### src/rtl/cfa_pkg.sv
`default_nettype none
package cfa_pkg;

  localparam int DATA_W      = 8;
  localparam int ADDR_W      = 16;
  localparam int MULT_CYCLES = 11;

  // opcode byte layout: {group[2:0], function[4:0]}
  localparam int OPC_GRP_LSB = 5;
  localparam int OPC_FN_W    = 5;
  localparam int OPC_XFORM   = 4;
  localparam logic [3:0] XFORM_LAST   = 4'ha;
  localparam logic [3:0] REL_CALL_IDX = 4'hb;
  localparam logic [7:0] PAGE0_HI     = 8'h00;

  localparam logic [1:0] LEN_1 = 2'h1;
  localparam logic [1:0] LEN_2 = 2'h2;
  localparam logic [1:0] LEN_3 = 2'h3;

  localparam logic [2:0] FLAGS_RST = 3'h0;

  typedef enum logic [2:0] {
    mode_inh, mode_imm, mode_dir, mode_ext, mode_ix0, mode_ix1, mode_ix2, mode_rel
  } cfa_mode_t;

  typedef enum logic [4:0] {
    op_add, op_add_carry, op_sub, op_sub_carry, op_and, op_or, op_xor, op_bit_test,
    op_cmp_acc, op_cmp_idx, op_load_acc, op_load_idx, op_store_acc, op_store_idx,
    op_shl, op_shr_arith, op_shr, op_rol, op_ror, op_clear, op_compl, op_inc, op_dec,
    op_neg, op_test, op_bit_set, op_bit_clear, branch_on_bit_set_op, branch_on_bit_clear_op,
    op_jump, op_call, op_none
  } cfa_op_t;

  typedef enum logic [4:0] {
    unsigned_multiply_op, inh_nop, inh_stack_reset, inh_ret_int, inh_ret_sub, inh_soft_int,
    inh_stop, inh_wait, inh_set_carry, inh_clr_carry, inh_set_mask, inh_clr_mask,
    inh_acc_to_idx, inh_idx_to_acc
  } cfa_inh_t;

  typedef enum logic [3:0] {
    c_always, c_never, c_higher, c_lower_same, c_carry_clr, c_carry_set, c_not_equal,
    c_equal, c_half_clr, c_half_set, c_plus, c_minus, c_mask_clr, c_mask_set,
    c_irq_low, c_irq_high
  } cfa_cond_t;

  typedef enum logic [1:0] {
    st_idle, st_read, st_mult
  } cfa_state_t;

  typedef struct packed {
    logic [7:0] opcode;
    logic [7:0] byte1;
    logic [7:0] byte2;
    logic [2:0] bit_sel;
  } cfa_ins_t;

  typedef struct packed {
    logic n;
    logic z;
    logic c;
  } cfa_flags_t;

  typedef struct packed {
    logic [DATA_W-1:0] acc;
    logic [DATA_W-1:0] idx;
    logic [DATA_W-1:0] mem_wdata;
    logic              acc_we;
    logic              idx_we;
    logic              mem_we;
  } cfa_res_t;

  typedef struct packed {
    logic              branch;
    logic              jump;
    logic              call;
    logic [ADDR_W-1:0] target;
    logic              ctl_valid;
    cfa_inh_t          ctl;
  } cfa_flow_t;

  typedef struct packed {
    cfa_mode_t  mode;
    cfa_op_t    op;
    cfa_cond_t  cond;
    cfa_inh_t   misc;
    logic       is_misc;
    logic       on_idx;
    logic       rel_call;
    logic       legal;
    logic [1:0] len;
  } cfa_dec_t;

endpackage
`default_nettype wire

### src/rtl/cfa_core.sv
`timescale 1ns/1ps
`default_nettype none
module cfa_core #(
  parameter int MULT_CYCLES = cfa_pkg::MULT_CYCLES
) (
  input  wire logic                     i_clk,
  input  wire logic                     i_nrst,
  input  wire logic                     i_ce,
  input  wire logic                     i_start,
  input  wire cfa_pkg::cfa_ins_t        i_ins,
  input  wire logic [7:0]               i_acc,
  input  wire logic [7:0]               i_idx,
  input  wire logic [15:0]              i_pc_next,
  input  wire logic                     i_half,
  input  wire logic                     i_imask,
  input  wire logic                     i_irq_pin,
  input  wire logic                     i_mem_ack,
  input  wire logic [7:0]               i_mem_rdata,
  output logic                          o_ready,
  output logic                          o_mem_rd,
  output logic [15:0]                   o_addr,
  output logic                          o_done,
  output logic                          o_illegal,
  output var cfa_pkg::cfa_mode_t        o_mode,
  output logic [1:0]                    o_len,
  output var cfa_pkg::cfa_flags_t       o_flags,
  output var cfa_pkg::cfa_res_t         o_res,
  output var cfa_pkg::cfa_flow_t        o_flow
);

  typedef struct packed {
    cfa_pkg::cfa_state_t st;
    logic                irq_s1;
    logic                irq_s2;
    cfa_pkg::cfa_ins_t   ins;
    logic [15:0]         addr;
    cfa_pkg::cfa_mode_t  mode;
    logic [1:0]          len;
    logic                done;
    logic                illegal;
    cfa_pkg::cfa_flags_t flags;
    cfa_pkg::cfa_res_t   res;
    cfa_pkg::cfa_flow_t  flow;
  } cfa_core_state_t;

  cfa_core_state_t     s_ff;
  cfa_core_state_t     nxt_s;
  cfa_pkg::cfa_ins_t   cur;
  cfa_pkg::cfa_dec_t   d;
  logic [15:0]         addr;
  logic                needs_read;
  logic                is_mult;
  logic                mult_start;
  logic                mult_done;
  logic [7:0]          mult_hi;
  logic [7:0]          mult_lo;
  logic [7:0]          opnd;
  logic [7:0]          rmw_v;
  logic [7:0]          add_a;
  logic [7:0]          add_b;
  logic                add_cin;
  logic                borrow;
  logic [8:0]          sum;
  logic                carry;
  logic [7:0]          mask;
  logic [7:0]          e_val;
  logic                e_nz;
  logic                e_wr_rmw;
  cfa_pkg::cfa_flags_t e_flags;
  cfa_pkg::cfa_res_t   e_res;
  cfa_pkg::cfa_flow_t  e_flow;

  function automatic cfa_pkg::cfa_dec_t decode(input cfa_pkg::cfa_ins_t ins);
    cfa_pkg::cfa_dec_t dd;
    logic [4:0]        f;
    logic              alu;
    logic              rmw;
    logic              ctl;
    dd         = '0;
    f          = ins.opcode[cfa_pkg::OPC_FN_W-1:0];
    dd.mode    = cfa_pkg::cfa_mode_t'(ins.opcode[7:cfa_pkg::OPC_GRP_LSB]);
    dd.op      = cfa_pkg::cfa_op_t'(f);
    dd.cond    = cfa_pkg::cfa_cond_t'(f[3:0]);
    dd.misc    = cfa_pkg::cfa_inh_t'(f);
    alu        = (f <= 5'(cfa_pkg::op_load_idx));
    rmw        = (f >= 5'(cfa_pkg::op_shl)) && (f <= 5'(cfa_pkg::op_test));
    ctl        = alu || (f == 5'(cfa_pkg::op_store_acc)) || (f == 5'(cfa_pkg::op_store_idx))
                 || (f == 5'(cfa_pkg::op_jump)) || (f == 5'(cfa_pkg::op_call));
    case (dd.mode)
      cfa_pkg::mode_inh: begin
        dd.len     = cfa_pkg::LEN_1;
        dd.is_misc = (f <= 5'(cfa_pkg::inh_idx_to_acc));
        dd.legal   = dd.is_misc || rmw;
      end
      cfa_pkg::mode_rel: begin
        if (f[cfa_pkg::OPC_XFORM] && (f[3:0] <= cfa_pkg::XFORM_LAST)) begin
          // index-register forms of shift/rotate/clear/etc live in spare relative codes
          dd.mode   = cfa_pkg::mode_inh;
          dd.op     = cfa_pkg::cfa_op_t'(5'(cfa_pkg::op_shl) + {1'b0, f[3:0]});
          dd.on_idx = 1'b1;
          dd.len    = cfa_pkg::LEN_1;
          dd.legal  = 1'b1;
        end else begin
          dd.rel_call = f[cfa_pkg::OPC_XFORM];
          dd.len      = cfa_pkg::LEN_2;
          dd.legal    = !f[cfa_pkg::OPC_XFORM] || (f[3:0] == cfa_pkg::REL_CALL_IDX);
        end
      end
      cfa_pkg::mode_imm: begin
        dd.len   = cfa_pkg::LEN_2;
        dd.legal = alu;
      end
      cfa_pkg::mode_dir: begin
        dd.legal = (f <= 5'(cfa_pkg::op_call));
        dd.len   = ((f == 5'(cfa_pkg::branch_on_bit_set_op)) || (f == 5'(cfa_pkg::branch_on_bit_clear_op)))
                   ? cfa_pkg::LEN_3 : cfa_pkg::LEN_2;
      end
      cfa_pkg::mode_ext: begin
        dd.len   = cfa_pkg::LEN_3;
        dd.legal = ctl;
      end
      cfa_pkg::mode_ix0: begin
        dd.len   = cfa_pkg::LEN_1;
        dd.legal = ctl || rmw;
      end
      cfa_pkg::mode_ix1: begin
        dd.len   = cfa_pkg::LEN_2;
        dd.legal = ctl || rmw;
      end
      default: begin
        dd.len   = cfa_pkg::LEN_3;
        dd.legal = ctl;
      end
    endcase
    return dd;
  endfunction

  function automatic logic cond_ok(input cfa_pkg::cfa_cond_t c, input cfa_pkg::cfa_flags_t fl,
                                   input logic half, input logic imask, input logic irq);
    logic r;
    case (c)
      cfa_pkg::c_always:     r = 1'b1;
      cfa_pkg::c_never:      r = 1'b0;
      cfa_pkg::c_higher:     r = !(fl.c || fl.z);
      cfa_pkg::c_lower_same: r = fl.c || fl.z;
      cfa_pkg::c_carry_clr:  r = !fl.c;
      cfa_pkg::c_carry_set:  r = fl.c;
      cfa_pkg::c_not_equal:  r = !fl.z;
      cfa_pkg::c_equal:      r = fl.z;
      cfa_pkg::c_half_clr:   r = !half;
      cfa_pkg::c_half_set:   r = half;
      cfa_pkg::c_plus:       r = !fl.n;
      cfa_pkg::c_minus:      r = fl.n;
      cfa_pkg::c_mask_clr:   r = !imask;
      cfa_pkg::c_mask_set:   r = imask;
      cfa_pkg::c_irq_low:    r = !irq;
      default:               r = irq;
    endcase
    return r;
  endfunction

  // the caller must hold i_acc and i_idx steady until o_done; i_ins is registered at start
  assign cur = (s_ff.st == cfa_pkg::st_idle) ? i_ins : s_ff.ins;
  assign d   = decode(cur);

  always_comb begin
    case (d.mode)
      cfa_pkg::mode_dir: addr = {cfa_pkg::PAGE0_HI, cur.byte1};
      cfa_pkg::mode_ext: addr = {cur.byte1, cur.byte2};
      cfa_pkg::mode_ix0: addr = {cfa_pkg::PAGE0_HI, i_idx};
      cfa_pkg::mode_ix1: addr = {cfa_pkg::PAGE0_HI, cur.byte1} + {cfa_pkg::PAGE0_HI, i_idx};
      cfa_pkg::mode_ix2: addr = {cur.byte1, cur.byte2} + {cfa_pkg::PAGE0_HI, i_idx};
      default:           addr = 16'h0000;
    endcase
  end

  assign is_mult    = d.is_misc && (d.misc == cfa_pkg::unsigned_multiply_op);
  assign needs_read = (d.mode != cfa_pkg::mode_inh) && (d.mode != cfa_pkg::mode_rel)
                      && (d.mode != cfa_pkg::mode_imm)
                      && (d.op != cfa_pkg::op_store_acc) && (d.op != cfa_pkg::op_store_idx)
                      && (d.op != cfa_pkg::op_jump) && (d.op != cfa_pkg::op_call);
  assign mult_start = (s_ff.st == cfa_pkg::st_idle) && i_start && d.legal && is_mult;
  assign opnd       = (d.mode == cfa_pkg::mode_imm) ? cur.byte1 : i_mem_rdata;
  assign rmw_v      = (d.mode == cfa_pkg::mode_inh) ? (d.on_idx ? i_idx : i_acc) : opnd;
  assign mask       = 8'h01 << cur.bit_sel;

  // one adder serves add, subtract, compare and negate
  always_comb begin
    add_a   = i_acc;
    add_b   = opnd;
    add_cin = 1'b0;
    borrow  = 1'b0;
    case (d.op)
      cfa_pkg::op_add_carry: add_cin = s_ff.flags.c;
      cfa_pkg::op_sub, cfa_pkg::op_cmp_acc: begin
        add_b   = ~opnd;
        add_cin = 1'b1;
        borrow  = 1'b1;
      end
      cfa_pkg::op_cmp_idx: begin
        add_a   = i_idx;
        add_b   = ~opnd;
        add_cin = 1'b1;
        borrow  = 1'b1;
      end
      cfa_pkg::op_sub_carry: begin
        add_b   = ~opnd;
        add_cin = ~s_ff.flags.c;
        borrow  = 1'b1;
      end
      cfa_pkg::op_neg: begin
        add_a   = 8'h00;
        add_b   = ~rmw_v;
        add_cin = 1'b1;
        borrow  = 1'b1;
      end
      default: ;
    endcase
    sum   = {1'b0, add_a} + {1'b0, add_b} + {8'h00, add_cin};
    carry = sum[8] ^ borrow;
  end

  always_comb begin
    e_flags         = s_ff.flags;
    e_res           = '0;
    e_res.acc       = i_acc;
    e_res.idx       = i_idx;
    e_flow          = '0;
    e_flow.ctl      = d.misc;
    e_val           = 8'h00;
    e_nz            = 1'b0;
    e_wr_rmw        = 1'b0;
    if (d.is_misc) begin
      case (d.misc)
        cfa_pkg::inh_set_carry: e_flags.c = 1'b1;
        cfa_pkg::inh_clr_carry: e_flags.c = 1'b0;
        cfa_pkg::inh_acc_to_idx: begin
          e_res.idx    = i_acc;
          e_res.idx_we = 1'b1;
        end
        cfa_pkg::inh_idx_to_acc: begin
          e_res.acc    = i_idx;
          e_res.acc_we = 1'b1;
        end
        default: e_flow.ctl_valid = 1'b1;
      endcase
    end else if (d.mode == cfa_pkg::mode_rel) begin
      e_flow.branch = d.rel_call || cond_ok(d.cond, s_ff.flags, i_half, i_imask, s_ff.irq_s2);
      e_flow.call   = d.rel_call;
      e_flow.target = e_flow.branch ? i_pc_next + {{8{cur.byte1[7]}}, cur.byte1} : i_pc_next;
    end else begin
      case (d.op)
        cfa_pkg::op_add, cfa_pkg::op_add_carry, cfa_pkg::op_sub, cfa_pkg::op_sub_carry: begin
          e_val        = sum[7:0];
          e_nz         = 1'b1;
          e_flags.c    = carry;
          e_res.acc    = sum[7:0];
          e_res.acc_we = 1'b1;
        end
        cfa_pkg::op_cmp_acc, cfa_pkg::op_cmp_idx: begin
          e_val     = sum[7:0];
          e_nz      = 1'b1;
          e_flags.c = carry;
        end
        cfa_pkg::op_and, cfa_pkg::op_or, cfa_pkg::op_xor: begin
          e_val        = (d.op == cfa_pkg::op_and) ? (i_acc & opnd)
                       : (d.op == cfa_pkg::op_or) ? (i_acc | opnd) : (i_acc ^ opnd);
          e_nz         = 1'b1;
          e_res.acc    = e_val;
          e_res.acc_we = 1'b1;
        end
        cfa_pkg::op_bit_test: begin
          e_val = i_acc & opnd;
          e_nz  = 1'b1;
        end
        cfa_pkg::op_load_acc: begin
          e_val        = opnd;
          e_nz         = 1'b1;
          e_res.acc    = opnd;
          e_res.acc_we = 1'b1;
        end
        cfa_pkg::op_load_idx: begin
          e_val        = opnd;
          e_nz         = 1'b1;
          e_res.idx    = opnd;
          e_res.idx_we = 1'b1;
        end
        cfa_pkg::op_store_acc, cfa_pkg::op_store_idx: begin
          e_val           = (d.op == cfa_pkg::op_store_acc) ? i_acc : i_idx;
          e_nz            = 1'b1;
          e_res.mem_wdata = e_val;
          e_res.mem_we    = 1'b1;
        end
        cfa_pkg::op_shl: begin
          e_val     = {rmw_v[6:0], 1'b0};
          e_flags.c = rmw_v[7];
        end
        cfa_pkg::op_shr_arith: begin
          e_val     = {rmw_v[7], rmw_v[7:1]};
          e_flags.c = rmw_v[0];
        end
        cfa_pkg::op_shr: begin
          e_val     = {1'b0, rmw_v[7:1]};
          e_flags.c = rmw_v[0];
        end
        cfa_pkg::op_rol: begin
          e_val     = {rmw_v[6:0], s_ff.flags.c};
          e_flags.c = rmw_v[7];
        end
        cfa_pkg::op_ror: begin
          e_val     = {s_ff.flags.c, rmw_v[7:1]};
          e_flags.c = rmw_v[0];
        end
        cfa_pkg::op_clear: e_val = 8'h00;
        cfa_pkg::op_compl: e_val = ~rmw_v;
        cfa_pkg::op_inc:   e_val = rmw_v + 8'h01;
        cfa_pkg::op_dec:   e_val = rmw_v - 8'h01;
        cfa_pkg::op_neg: begin
          e_val     = sum[7:0];
          e_flags.c = carry;
        end
        cfa_pkg::op_test: e_val = rmw_v;
        cfa_pkg::op_bit_set, cfa_pkg::op_bit_clear: begin
          e_res.mem_wdata = (d.op == cfa_pkg::op_bit_set) ? (opnd | mask) : (opnd & ~mask);
          e_res.mem_we    = 1'b1;
        end
        cfa_pkg::branch_on_bit_set_op, cfa_pkg::branch_on_bit_clear_op: begin
          e_flags.c     = opnd[cur.bit_sel];
          e_flow.branch = (d.op == cfa_pkg::branch_on_bit_set_op) ? opnd[cur.bit_sel] : !opnd[cur.bit_sel];
          e_flow.target = e_flow.branch ? i_pc_next + {{8{cur.byte2[7]}}, cur.byte2} : i_pc_next;
        end
        cfa_pkg::op_jump, cfa_pkg::op_call: begin
          e_flow.jump   = 1'b1;
          e_flow.call   = (d.op == cfa_pkg::op_call);
          e_flow.target = addr;
        end
        default: ;
      endcase
      if ((d.op >= cfa_pkg::op_shl) && (d.op <= cfa_pkg::op_test)) begin
        e_nz     = 1'b1;
        e_wr_rmw = (d.op != cfa_pkg::op_test);
      end
    end
    if (e_nz) begin
      e_flags.n = e_val[7];
      e_flags.z = (e_val == 8'h00);
    end
    if (e_wr_rmw) begin
      if (d.mode != cfa_pkg::mode_inh) begin
        e_res.mem_wdata = e_val;
        e_res.mem_we    = 1'b1;
      end else if (d.on_idx) begin
        e_res.idx    = e_val;
        e_res.idx_we = 1'b1;
      end else begin
        e_res.acc    = e_val;
        e_res.acc_we = 1'b1;
      end
    end
  end

  always_comb begin
    nxt_s         = s_ff;
    nxt_s.irq_s1  = i_irq_pin;
    nxt_s.irq_s2  = s_ff.irq_s1;
    nxt_s.done    = 1'b0;
    nxt_s.illegal = 1'b0;
    nxt_s.res     = '0;
    nxt_s.flow    = '0;
    case (s_ff.st)
      cfa_pkg::st_idle: begin
        if (i_start) begin
          nxt_s.ins  = i_ins;
          nxt_s.addr = addr;
          nxt_s.mode = d.mode;
          nxt_s.len  = d.len;
          if (!d.legal) begin
            nxt_s.done    = 1'b1;
            nxt_s.illegal = 1'b1;
          end else if (is_mult) begin
            nxt_s.st = cfa_pkg::st_mult;
          end else if (needs_read) begin
            nxt_s.st = cfa_pkg::st_read;
          end else begin
            nxt_s.done  = 1'b1;
            nxt_s.flags = e_flags;
            nxt_s.res   = e_res;
            nxt_s.flow  = e_flow;
          end
        end
      end
      cfa_pkg::st_read: begin
        if (i_mem_ack) begin
          nxt_s.st    = cfa_pkg::st_idle;
          nxt_s.done  = 1'b1;
          nxt_s.flags = e_flags;
          nxt_s.res   = e_res;
          nxt_s.flow  = e_flow;
        end
      end
      default: begin
        if (mult_done) begin
          // flags are left as they were: multiply defines none here
          nxt_s.st         = cfa_pkg::st_idle;
          nxt_s.done       = 1'b1;
          nxt_s.res.acc    = mult_lo;
          nxt_s.res.idx    = mult_hi;
          nxt_s.res.acc_we = 1'b1;
          nxt_s.res.idx_we = 1'b1;
        end
      end
    endcase
  end

  always_ff @(posedge i_clk or negedge i_nrst) begin
    if (!i_nrst) begin
      s_ff       <= '0;
      s_ff.flags <= cfa_pkg::FLAGS_RST;
    end else if (i_ce) begin
      s_ff <= nxt_s;
    end
  end

  cfa_multiplier #(
    .W      (cfa_pkg::DATA_W),
    .CYCLES (MULT_CYCLES)
  ) u_mult (
    .i_clk   (i_clk),
    .i_nrst  (i_nrst),
    .i_ce    (i_ce),
    .i_start (mult_start),
    .i_a     (i_acc),
    .i_b     (i_idx),
    .o_done  (mult_done),
    .o_hi    (mult_hi),
    .o_lo    (mult_lo)
  );

  assign o_ready   = (s_ff.st == cfa_pkg::st_idle);
  assign o_mem_rd  = (s_ff.st == cfa_pkg::st_read);
  assign o_addr    = s_ff.addr;
  assign o_done    = s_ff.done;
  assign o_illegal = s_ff.illegal;
  assign o_mode    = s_ff.mode;
  assign o_len     = s_ff.len;
  assign o_flags   = s_ff.flags;
  assign o_res     = s_ff.res;
  assign o_flow    = s_ff.flow;

endmodule // cfa_core
`default_nettype wire

### src/rtl/cfa_multiplier.sv
`timescale 1ns/1ps
`default_nettype none
module cfa_multiplier #(
  parameter int W      = 8,
  parameter int CYCLES = 11
) (
  input  wire logic           i_clk,
  input  wire logic           i_nrst,
  input  wire logic           i_ce,
  input  wire logic           i_start,
  input  wire logic [W-1:0]   i_a,
  input  wire logic [W-1:0]   i_b,
  output logic                o_done,
  output logic [W-1:0]        o_hi,
  output logic [W-1:0]        o_lo
);

  localparam int CNT_W = $clog2(CYCLES + 1);
  // the core registers done one edge after ours, so finish one edge early to keep the total at CYCLES
  localparam logic [CNT_W-1:0] CNT_LAST  = CNT_W'(CYCLES - 2);
  localparam logic [CNT_W-1:0] CNT_STEPS = CNT_W'(W);

  // add/shift chain needs W steps plus the load and finish edges
  if (CYCLES < W + 2) begin : g_bad_cycles
    $error("cfa_multiplier: CYCLES too small for W");
  end

  typedef struct packed {
    logic             busy;
    logic             done;
    logic [CNT_W-1:0] cnt;
    logic [W-1:0]     mcand;
    logic [W-1:0]     hi;
    logic [W-1:0]     lo;
  } cfa_mult_state_t;

  cfa_mult_state_t s_ff;
  cfa_mult_state_t nxt_s;
  logic [W:0]      part;

  always_comb begin
    nxt_s      = s_ff;
    nxt_s.done = 1'b0;
    part       = {1'b0, s_ff.hi} + (s_ff.lo[0] ? {1'b0, s_ff.mcand} : '0);
    if (s_ff.busy) begin
      nxt_s.cnt = s_ff.cnt + 1'b1;
      if (s_ff.cnt <= CNT_STEPS) begin
        {nxt_s.hi, nxt_s.lo} = {part, s_ff.lo[W-1:1]};
      end
      if (s_ff.cnt == CNT_LAST) begin
        nxt_s.busy = 1'b0;
        nxt_s.done = 1'b1;
      end
    end else if (i_start) begin
      nxt_s.busy  = 1'b1;
      nxt_s.cnt   = CNT_W'(1);
      nxt_s.mcand = i_a;
      nxt_s.hi    = '0;
      nxt_s.lo    = i_b;
    end
  end

  always_ff @(posedge i_clk or negedge i_nrst) begin
    if (!i_nrst) begin
      s_ff <= '0;
    end else if (i_ce) begin
      s_ff <= nxt_s;
    end
  end

  assign o_done = s_ff.done;
  assign o_hi   = s_ff.hi;
  assign o_lo   = s_ff.lo;

endmodule // cfa_multiplier
`default_nettype wire

### config.mk
export PLATFORM = sky130hd
export DESIGN_NAME = cfa_core
export DESIGN_NICKNAME = d
export VERILOG_FILES = /design/src/rtl/cfa_pkg.sv /design/src/rtl/cfa_core.sv /design/src/rtl/cfa_multiplier.sv
export SDC_FILE = /design/constraint.sdc
export NUM_CORES = 1
export LEC_CHECK = 0
export ABC_AREA = 1
export BUFFER_PORTS_ARGS = -buffer_cell sky130_fd_sc_hd__clkbuf_2
export CORE_ASPECT_RATIO = 0.8
export CORE_UTILIZATION = 40
export DETAILED_ROUTE_END_ITERATION = 6
export PLACE_DENSITY = 0.56
export SLEW_MARGIN = 40
export SYNTH_ARGS = -nofsm -noshare
export SYNTH_HDL_FRONTEND = slang
export SYNTH_HIERARCHICAL = 1
export SYNTH_SLANG_ARGS = --single-unit
### constraint.sdc
create_clock -name i_clk -period 11.3 [get_ports i_clk]
set_clock_uncertainty 0.2 [all_clocks]
set_input_delay 0.565 -clock i_clk [delete_from_list [all_inputs] [get_ports i_clk]]
set_output_delay 0.565 -clock i_clk [all_outputs]
set_load 0.02 [all_outputs]
# [Word-level counts from Yosys, hierarchy flattened]
# Index checks and enable logic that the tools add are counted.
[classes] n_mux=115 eq_ne=79 n_shift=1 n_reduce_logical=66 n_bitwise=11 add_sub_neg=11 div_mod_pow=0 n_lt_le_gt_ge=10 n_mul=0
[op_table] operator="two-way mux 55 bit" n=4
[op_table] operator="two-way mux 8 bit" n=19
[op_table] operator="two-way mux 16 bit" n=7
[op_table] operator="one-hot mux 8 bit (14 select lines)" n=1
[op_table] operator="two-way mux 27 bit" n=4
[op_table] operator="== test 5 bit (second input constant)" n=18
[op_table] operator="one-hot mux 16 bit (5 select lines)" n=1
[op_table] operator="one-hot mux 16 bit (2 select lines)" n=2
[op_table] operator="one-hot mux 8 bit (2 select lines)" n=4
[op_table] operator="== test 5 x 4 -> 1 bit (second input constant)" n=12
[op_table] operator="two-way mux 57 bit" n=1
[op_table] operator="one-hot mux 26 bit (2 select lines)" n=1
[op_table] operator="two-way mux 1 bit" n=42
[op_table] operator="adder 16 bit" n=2
[op_table] operator="== test 4 bit (second input constant)" n=8
[op_table] operator="two-way mux 28 bit" n=1
[op_table] operator="two-way mux 2 bit" n=13
[op_table] operator="NOT 8 bit" n=3
[op_table] operator="one-hot mux 8 bit (3 select lines)" n=1
[op_table] operator="== test 3 bit (second input constant)" n=7
[op_table] operator="== test 5 x 3 -> 1 bit (second input constant)" n=4
[op_table] operator="OR reduction 4 bit" n=5
[op_table] operator="two-way mux 19 bit" n=1
[op_table] operator="adder 8 x 8 -> 9 bit" n=2
[op_table] operator="other kinds (63)" n=130
[totals] output_inout_bits=80 n_memories=0 rom_bits=0 latch_bits=0 mem_bits_rw=0 elab_cells=326 reg_bits=139 inputBits=75

# [Longest topological paths before layout]
[logic_depth] depth_word=25 mapped_depth=38

# [Hierarchy]
# The synthesis kept the hierarchy.
[modules_own_cells] module="cfa_core" n_inst=1 cells_each=2074 area_per_inst_um2=12853.6
[modules_own_cells] module="cfa_multiplier" n_inst=1 cells_each=233 area_per_inst_um2=1913.1

# [Worst setup path before layout]
# OpenSTA, ideal clock, no wires.
[synth_path] path_kind="flip-flop to flip-flop" start="register s_ff[108] in the netlist's numbering" end="register s_ff, in the netlist o_res[17]" n_path_buf=3 t_arrival_ps=4237 slack_ps=6745 period_less_slack_ps=4555 path_stages_with_launch=36 required_ps=10982 path_cell_list="dfrtp_1 > buf_6 > inv_2 > nand2_2 > nand2_1 > nand2_1 > buf_4 > a21oi_1 > nand2_2 > nand2_4 > nand2_4 > nand2_2 > nand2_1 > inv_1 > nand3_2 > nand2_1 > inv_2 > buf_2 > a21oi_1 > fa_1 > inv_1 > fa_1 > o21ai_0 > a21oi_1 > nor2_1 > nor2_1 > nor2_1 > nor2_1 > nand2_1 > inv_1 > nor2_1 > nand2_1 > nand2_2 > nand2_1 > a21oi_1 > nor2_1"
[synth_between] elab_chain_len=24 word_cells_on_any_way=128 classes_between="add/sub (5); order compare (8); eq/ne (43); mux (37); bitwise (5); reduce/logical (30)"
[synth_lines] item="start, declared" line="cfa_core.sv:46" source="cfa_core_state_t s_ff;"
[synth_lines] item="start signal, assigned" line="cfa_core.sv:420" source="s_ff <= nxt_s;"
[synth_lines] item="logical NOT 2 bit" line="cfa_core.sv:163, cfa_core.sv:370"
[synth_lines] item="two-way mux 27 bit" line="cfa_core.sv:163" source="assign cur = (s_ff.st == cfa_pkg::st_idle) ? i_ins : s_ff.ins;"
[synth_lines] item="<= comparator 4 bit" line="cfa_core.sv:96" source="if (f[cfa_pkg::OPC_XFORM] && (f[3:0] <= cfa_pkg::XFORM_LAST)) begin"
[synth_lines] item="logical AND 1 bit" line="cfa_core.sv:96"
[synth_lines] item="two-way mux 8 bit" line="cfa_core.sv:96"
[synth_lines] item="two-way mux 8 bit" line="cfa_core.sv:89" source="case (dd.mode)"
[synth_lines] item="== test 3 x 1 -> 1 bit" line="cfa_core.sv:183" source="assign opnd = (d.mode == cfa_pkg::mode_imm) ? cur.byte1 : i_mem_rdata;"
[synth_lines] item="two-way mux 8 bit" line="cfa_core.sv:183"
[synth_lines] item="[8 not listed]"
[synth_lines] item="two-way mux 8 bit" line="cfa_core.sv:352" source="end else if (d.on_idx) begin"
[synth_lines] item="two-way mux 16 bit" line="cfa_core.sv:349" source="if (d.mode != cfa_pkg::mode_inh) begin"
[synth_lines] item="two-way mux 27 bit" line="cfa_core.sv:348" source="if (e_wr_rmw) begin"
[synth_lines] item="two-way mux 55 bit" line="cfa_core.sv:382" source="end else if (needs_read) begin"
[synth_lines] item="two-way mux 55 bit" line="cfa_core.sv:380" source="end else if (is_mult) begin"
[synth_lines] item="two-way mux 55 bit" line="cfa_core.sv:377" source="if (!d.legal) begin"
[synth_lines] item="two-way mux 57 bit" line="cfa_core.sv:372" source="if (i_start) begin"
[synth_lines] item="one-hot mux 16 bit (2 select lines) *" line="cfa_core.sv:370" source="case (s_ff.st)"
# Every way passes the cells marked *; elsewhere a longest branch is shown, timed or not. The select of a mux whose other input is x is not followed.
# A chain may end at the register's enable or synchronous reset.

# [Worst setup path in the final report]
# Same ends and word-level chain as after synthesis.

==> run metrics <==
Starting Density 0.408; Reg2Reg Depth 33; slew at the pin closest to its max-slew limit 0.940 ns; Setup Viol. Count Final 0; Max FO, Critical Path 23; via count 15.9k; global-route usage over all layers 0.320; Post-synth ARST share 1.00; post-CTS sizing 0; cells after synthesis 2307; critical path endpoint o_res[17]$_DFFE_PN0P_; Synth Flop Type dfrtp_1; Setup CP Type reg2reg; R2R setup slack 5.10 ns; CTS buffer count 17; crit path DAT 6.34 ns; DRT antenna net count 0; H-tree depth 4; I/O pin cnt 155; Clock Tree Root clkbuf_16; Die Span Y 174 microns; CTS tree built; Mapped Nets 2476; Fin. Hold Viols 0; # clock sinks 139; post-layout minimum cycle time 6.20 ns; Slew Limit Fails 0; setup TNS 0 ns; Area Overhead vs Synth 7.47%; Fillers 3994; status finished with violations; pwr/cell area 319 mW/mm^2; worst hold path type in2reg; final wirelength 60.7 mm; number of vias per cell 5.61; Distinct cells, synth 65; Avg WL per Cell 21.4 microns; DR pass1 iterations 7; first-pass GRT wire length 90.6 mm; die footprint 0.0377 sq mm; violated checks design-rule violations; critical path data required time 11.44 ns; largest net degree at the start of global routing 93; DP Wirelength 47.8 mm; initial antenna violation count 0; Critical R2R Capture o_res[17]$_DFFE_PN0P_; R2R Path Start s_ff[108]$_DFFE_PN0P_; number of global-route vias before repair 14.4k; Clock Latency Late Sink 0.44 ns; Mapped Area 0.0148 sq mm; Yosys reg bits 139; I/O Buffers 154; CP most frequent cell nand2_1; CP endpoint kind flop; diode count 0; number of flops mapped to enable cells by yosys 0; highest ir drop seen on vdd 0.180 mV; critical path startpoint s_ff[108]$_DFFE_PN0P_; Final GP Congestion 0.993; Final Power 5.07 mW; core area 0.0361 sq mm; ranking of synthesized cells by area dfrtp_1, nand2_1, ha_1, inv_1, o21ai_0; CP max-delay cell dfrtp_1; Max Freq 0.161 GHz; Max Cap Viol 0; multi-input logic area 0.00923 sq mm; DRC 1; startpoint types flop; Storage cell area 0.00348 sq mm; 1st-iter DRT viols 2084; largest stage delay on the critical path 0.52 ns; Die W 217 microns; cell taking the most area after synthesis dfrtp_1; post-CTS setup buffers 0; Finished Layout Cells 2841; Seq/Total Area, Yosys 0.236; CTS max path bufs 2; row cnt 62; Synth Area per Inst 6.40 sq um; RSZ-0062 raised after global routing false; Clock Pin Slew Worst Setup and Hold Paths 0.06 ns; Period Utilization, post-route 0.549; synthesis warning total 6; Leak Pwr 8.56 nW; grt ovf 0; share of cells above drive strength 1 0.144; Slew headroom 0.372; Nets 2517; dpl cells 2808; top-area cell type share of the netlist area 0.236
==> synthesized netlist by cell type (22+ instances only) <==
| cell | instances |
|---|---|
| nand2_2 | 37 |
| inv_2 | 25 |
| inv_1 | 250 |
| buf_4 | 98 |
| dfrtp_1 | 139 |
| nand2_1 | 674 |
| o22ai_1 | 32 |
| nor2_1 | 192 |
| a21oi_1 | 170 |
| nand3_1 | 112 |
| ha_1 | 86 |
| o21ai_0 | 172 |
| clkbuf_1 | 29 |
| o21ai_1 | 31 |
| xor2_1 | 22 |
==> cells in the final DEF, fill, tap and decap left out, types with 22 or more instances in the layout <==
cell type  Yosys  final
a21oi_1      170    170
clkbuf_2       0    153
dfrtp_1      139    139
ha_1          86     86
inv_1        250    249
inv_2         25     25
nand2_1      674    673
nand2_2       37     38
nand3_1      112    112
nor2_1       192    192
o21ai_0      172    165
o21ai_1       31     38
o22ai_1       32     32
xor2_1        22     22
==> cell type report <==
cell class / count / share of cell area
Timing Repair Buffer: 171 / 0.0574
Clock buffer: 23 / 0.0307
Multi-Input combinational cell: 1740 / 0.582
Tap cell: 480 / 0.0378
Sequential cell: 139 / 0.219
Clock inverter: 9 / 0.00694
Inverter: 279 / 0.0663
==> sequential cells by signal, indices dropped and copies added, names as in the netlist <==
register and count:
nxt_s 1, s_ff 30, o_res 27, u_mult/o_done 1, o_mode 3, u_mult/o_lo 8
o_addr 16, o_flags 3, u_mult/s_ff 13, u_mult/o_hi 8, o_len 2, o_flow 25
o_done 1, o_illegal 1
==> where the power goes <==
part / internal (mW) / switching (mW) / total (mW) / leakage, nW
Sequential: 0.641 / 0.107 / 0.748 / 1.82
Clock: 0.349 / 0.228 / 0.577 / 0.298
Combinational: 1.04 / 2.70 / 3.74 / 6.44
Total: 2.03 / 3.03 / 5.07 / 8.56
==> routing by layer <==
metal	wire length (microns)	GRT usage	share of wire	vias up
li1	-	-	-	7535
met1	29000	0.498	0.48	7497
met2	23800	0.431	0.39	810
met3	6600	0.0746	0.11	82
met4	1320	0.0839	0.022	0
met5	0	0	0	-
==> critical path, delay by kind of cell, from the launching register on <==
family | cells | cell delay, ns
flip-flops | 1 | 0.52
AND/OR/NAND/NOR | 22 | 3.29
buffers and inverters | 5 | 0.69
adder cells (fa/ha/maj) | 2 | 0.64
AO/OA/AOI/OAI | 4 | 0.77
==> worst min-delay path by stage <==
stage / startpoint / end / slack, ns / cells after the start
6_report: i_ins[19] / s_ff[97]$_DFFE_PN0P_ / 0.14 / 3
5_1_grt: i_ins[19] / s_ff[97]$_DFFE_PN0P_ / 0.14 / 3
4_1_cts: i_ins[19] / s_ff[97]$_DFFE_PN0P_ / 0.11 / 3
3_5_place_dp: u_mult/s_ff[21]$_DFFE_PN0P_ / u_mult/s_ff[21]$_DFFE_PN0P_ / 0.26 / 2
3_3_place_gp: u_mult/s_ff[18]$_DFFE_PN0P_ / u_mult/s_ff[18]$_DFFE_PN0P_ / 0.26 / 2
2_1_floorplan: i_nrst / nxt_s[105]$_DFFE_PN0P_ / 0.07 / 0
==> per-stage QoR <==
step	utilization	hold slack (ns)	setup WS [ns]	instance area (sq um)
6_report	0.439	0.137	5.10	15900
5_1_grt	0.439	0.141	4.51	15900
4_1_cts	0.439	0.113	5.26	15900
3_5_place_dp	0.422	0.260	5.29	15300
3_3_place_gp	0.422	0.256	5.43	15300
2_1_floorplan	-	0.0694	6.74	14800
==> timing repair <==
item / 4_1_cts / 5_1_grt
hold endpoints to repair: 91 / 0
setup endpoints to repair: 0 / 0
hold buffers: 1 / 0
==> cells by family after synthesis <==
kind of cell / after synthesis / synth area share
AO/OA/AOI/OAI: 499 / 0.192
XOR/XNOR: 33 / 0.0196
flip-flops: 139 / 0.236
AND/OR/NAND/NOR: 1114 / 0.330
buffers and inverters: 428 / 0.140
adder cells (fa/ha/maj): 94 / 0.0837
Note: power is estimated with default switching activity, not from simulation.
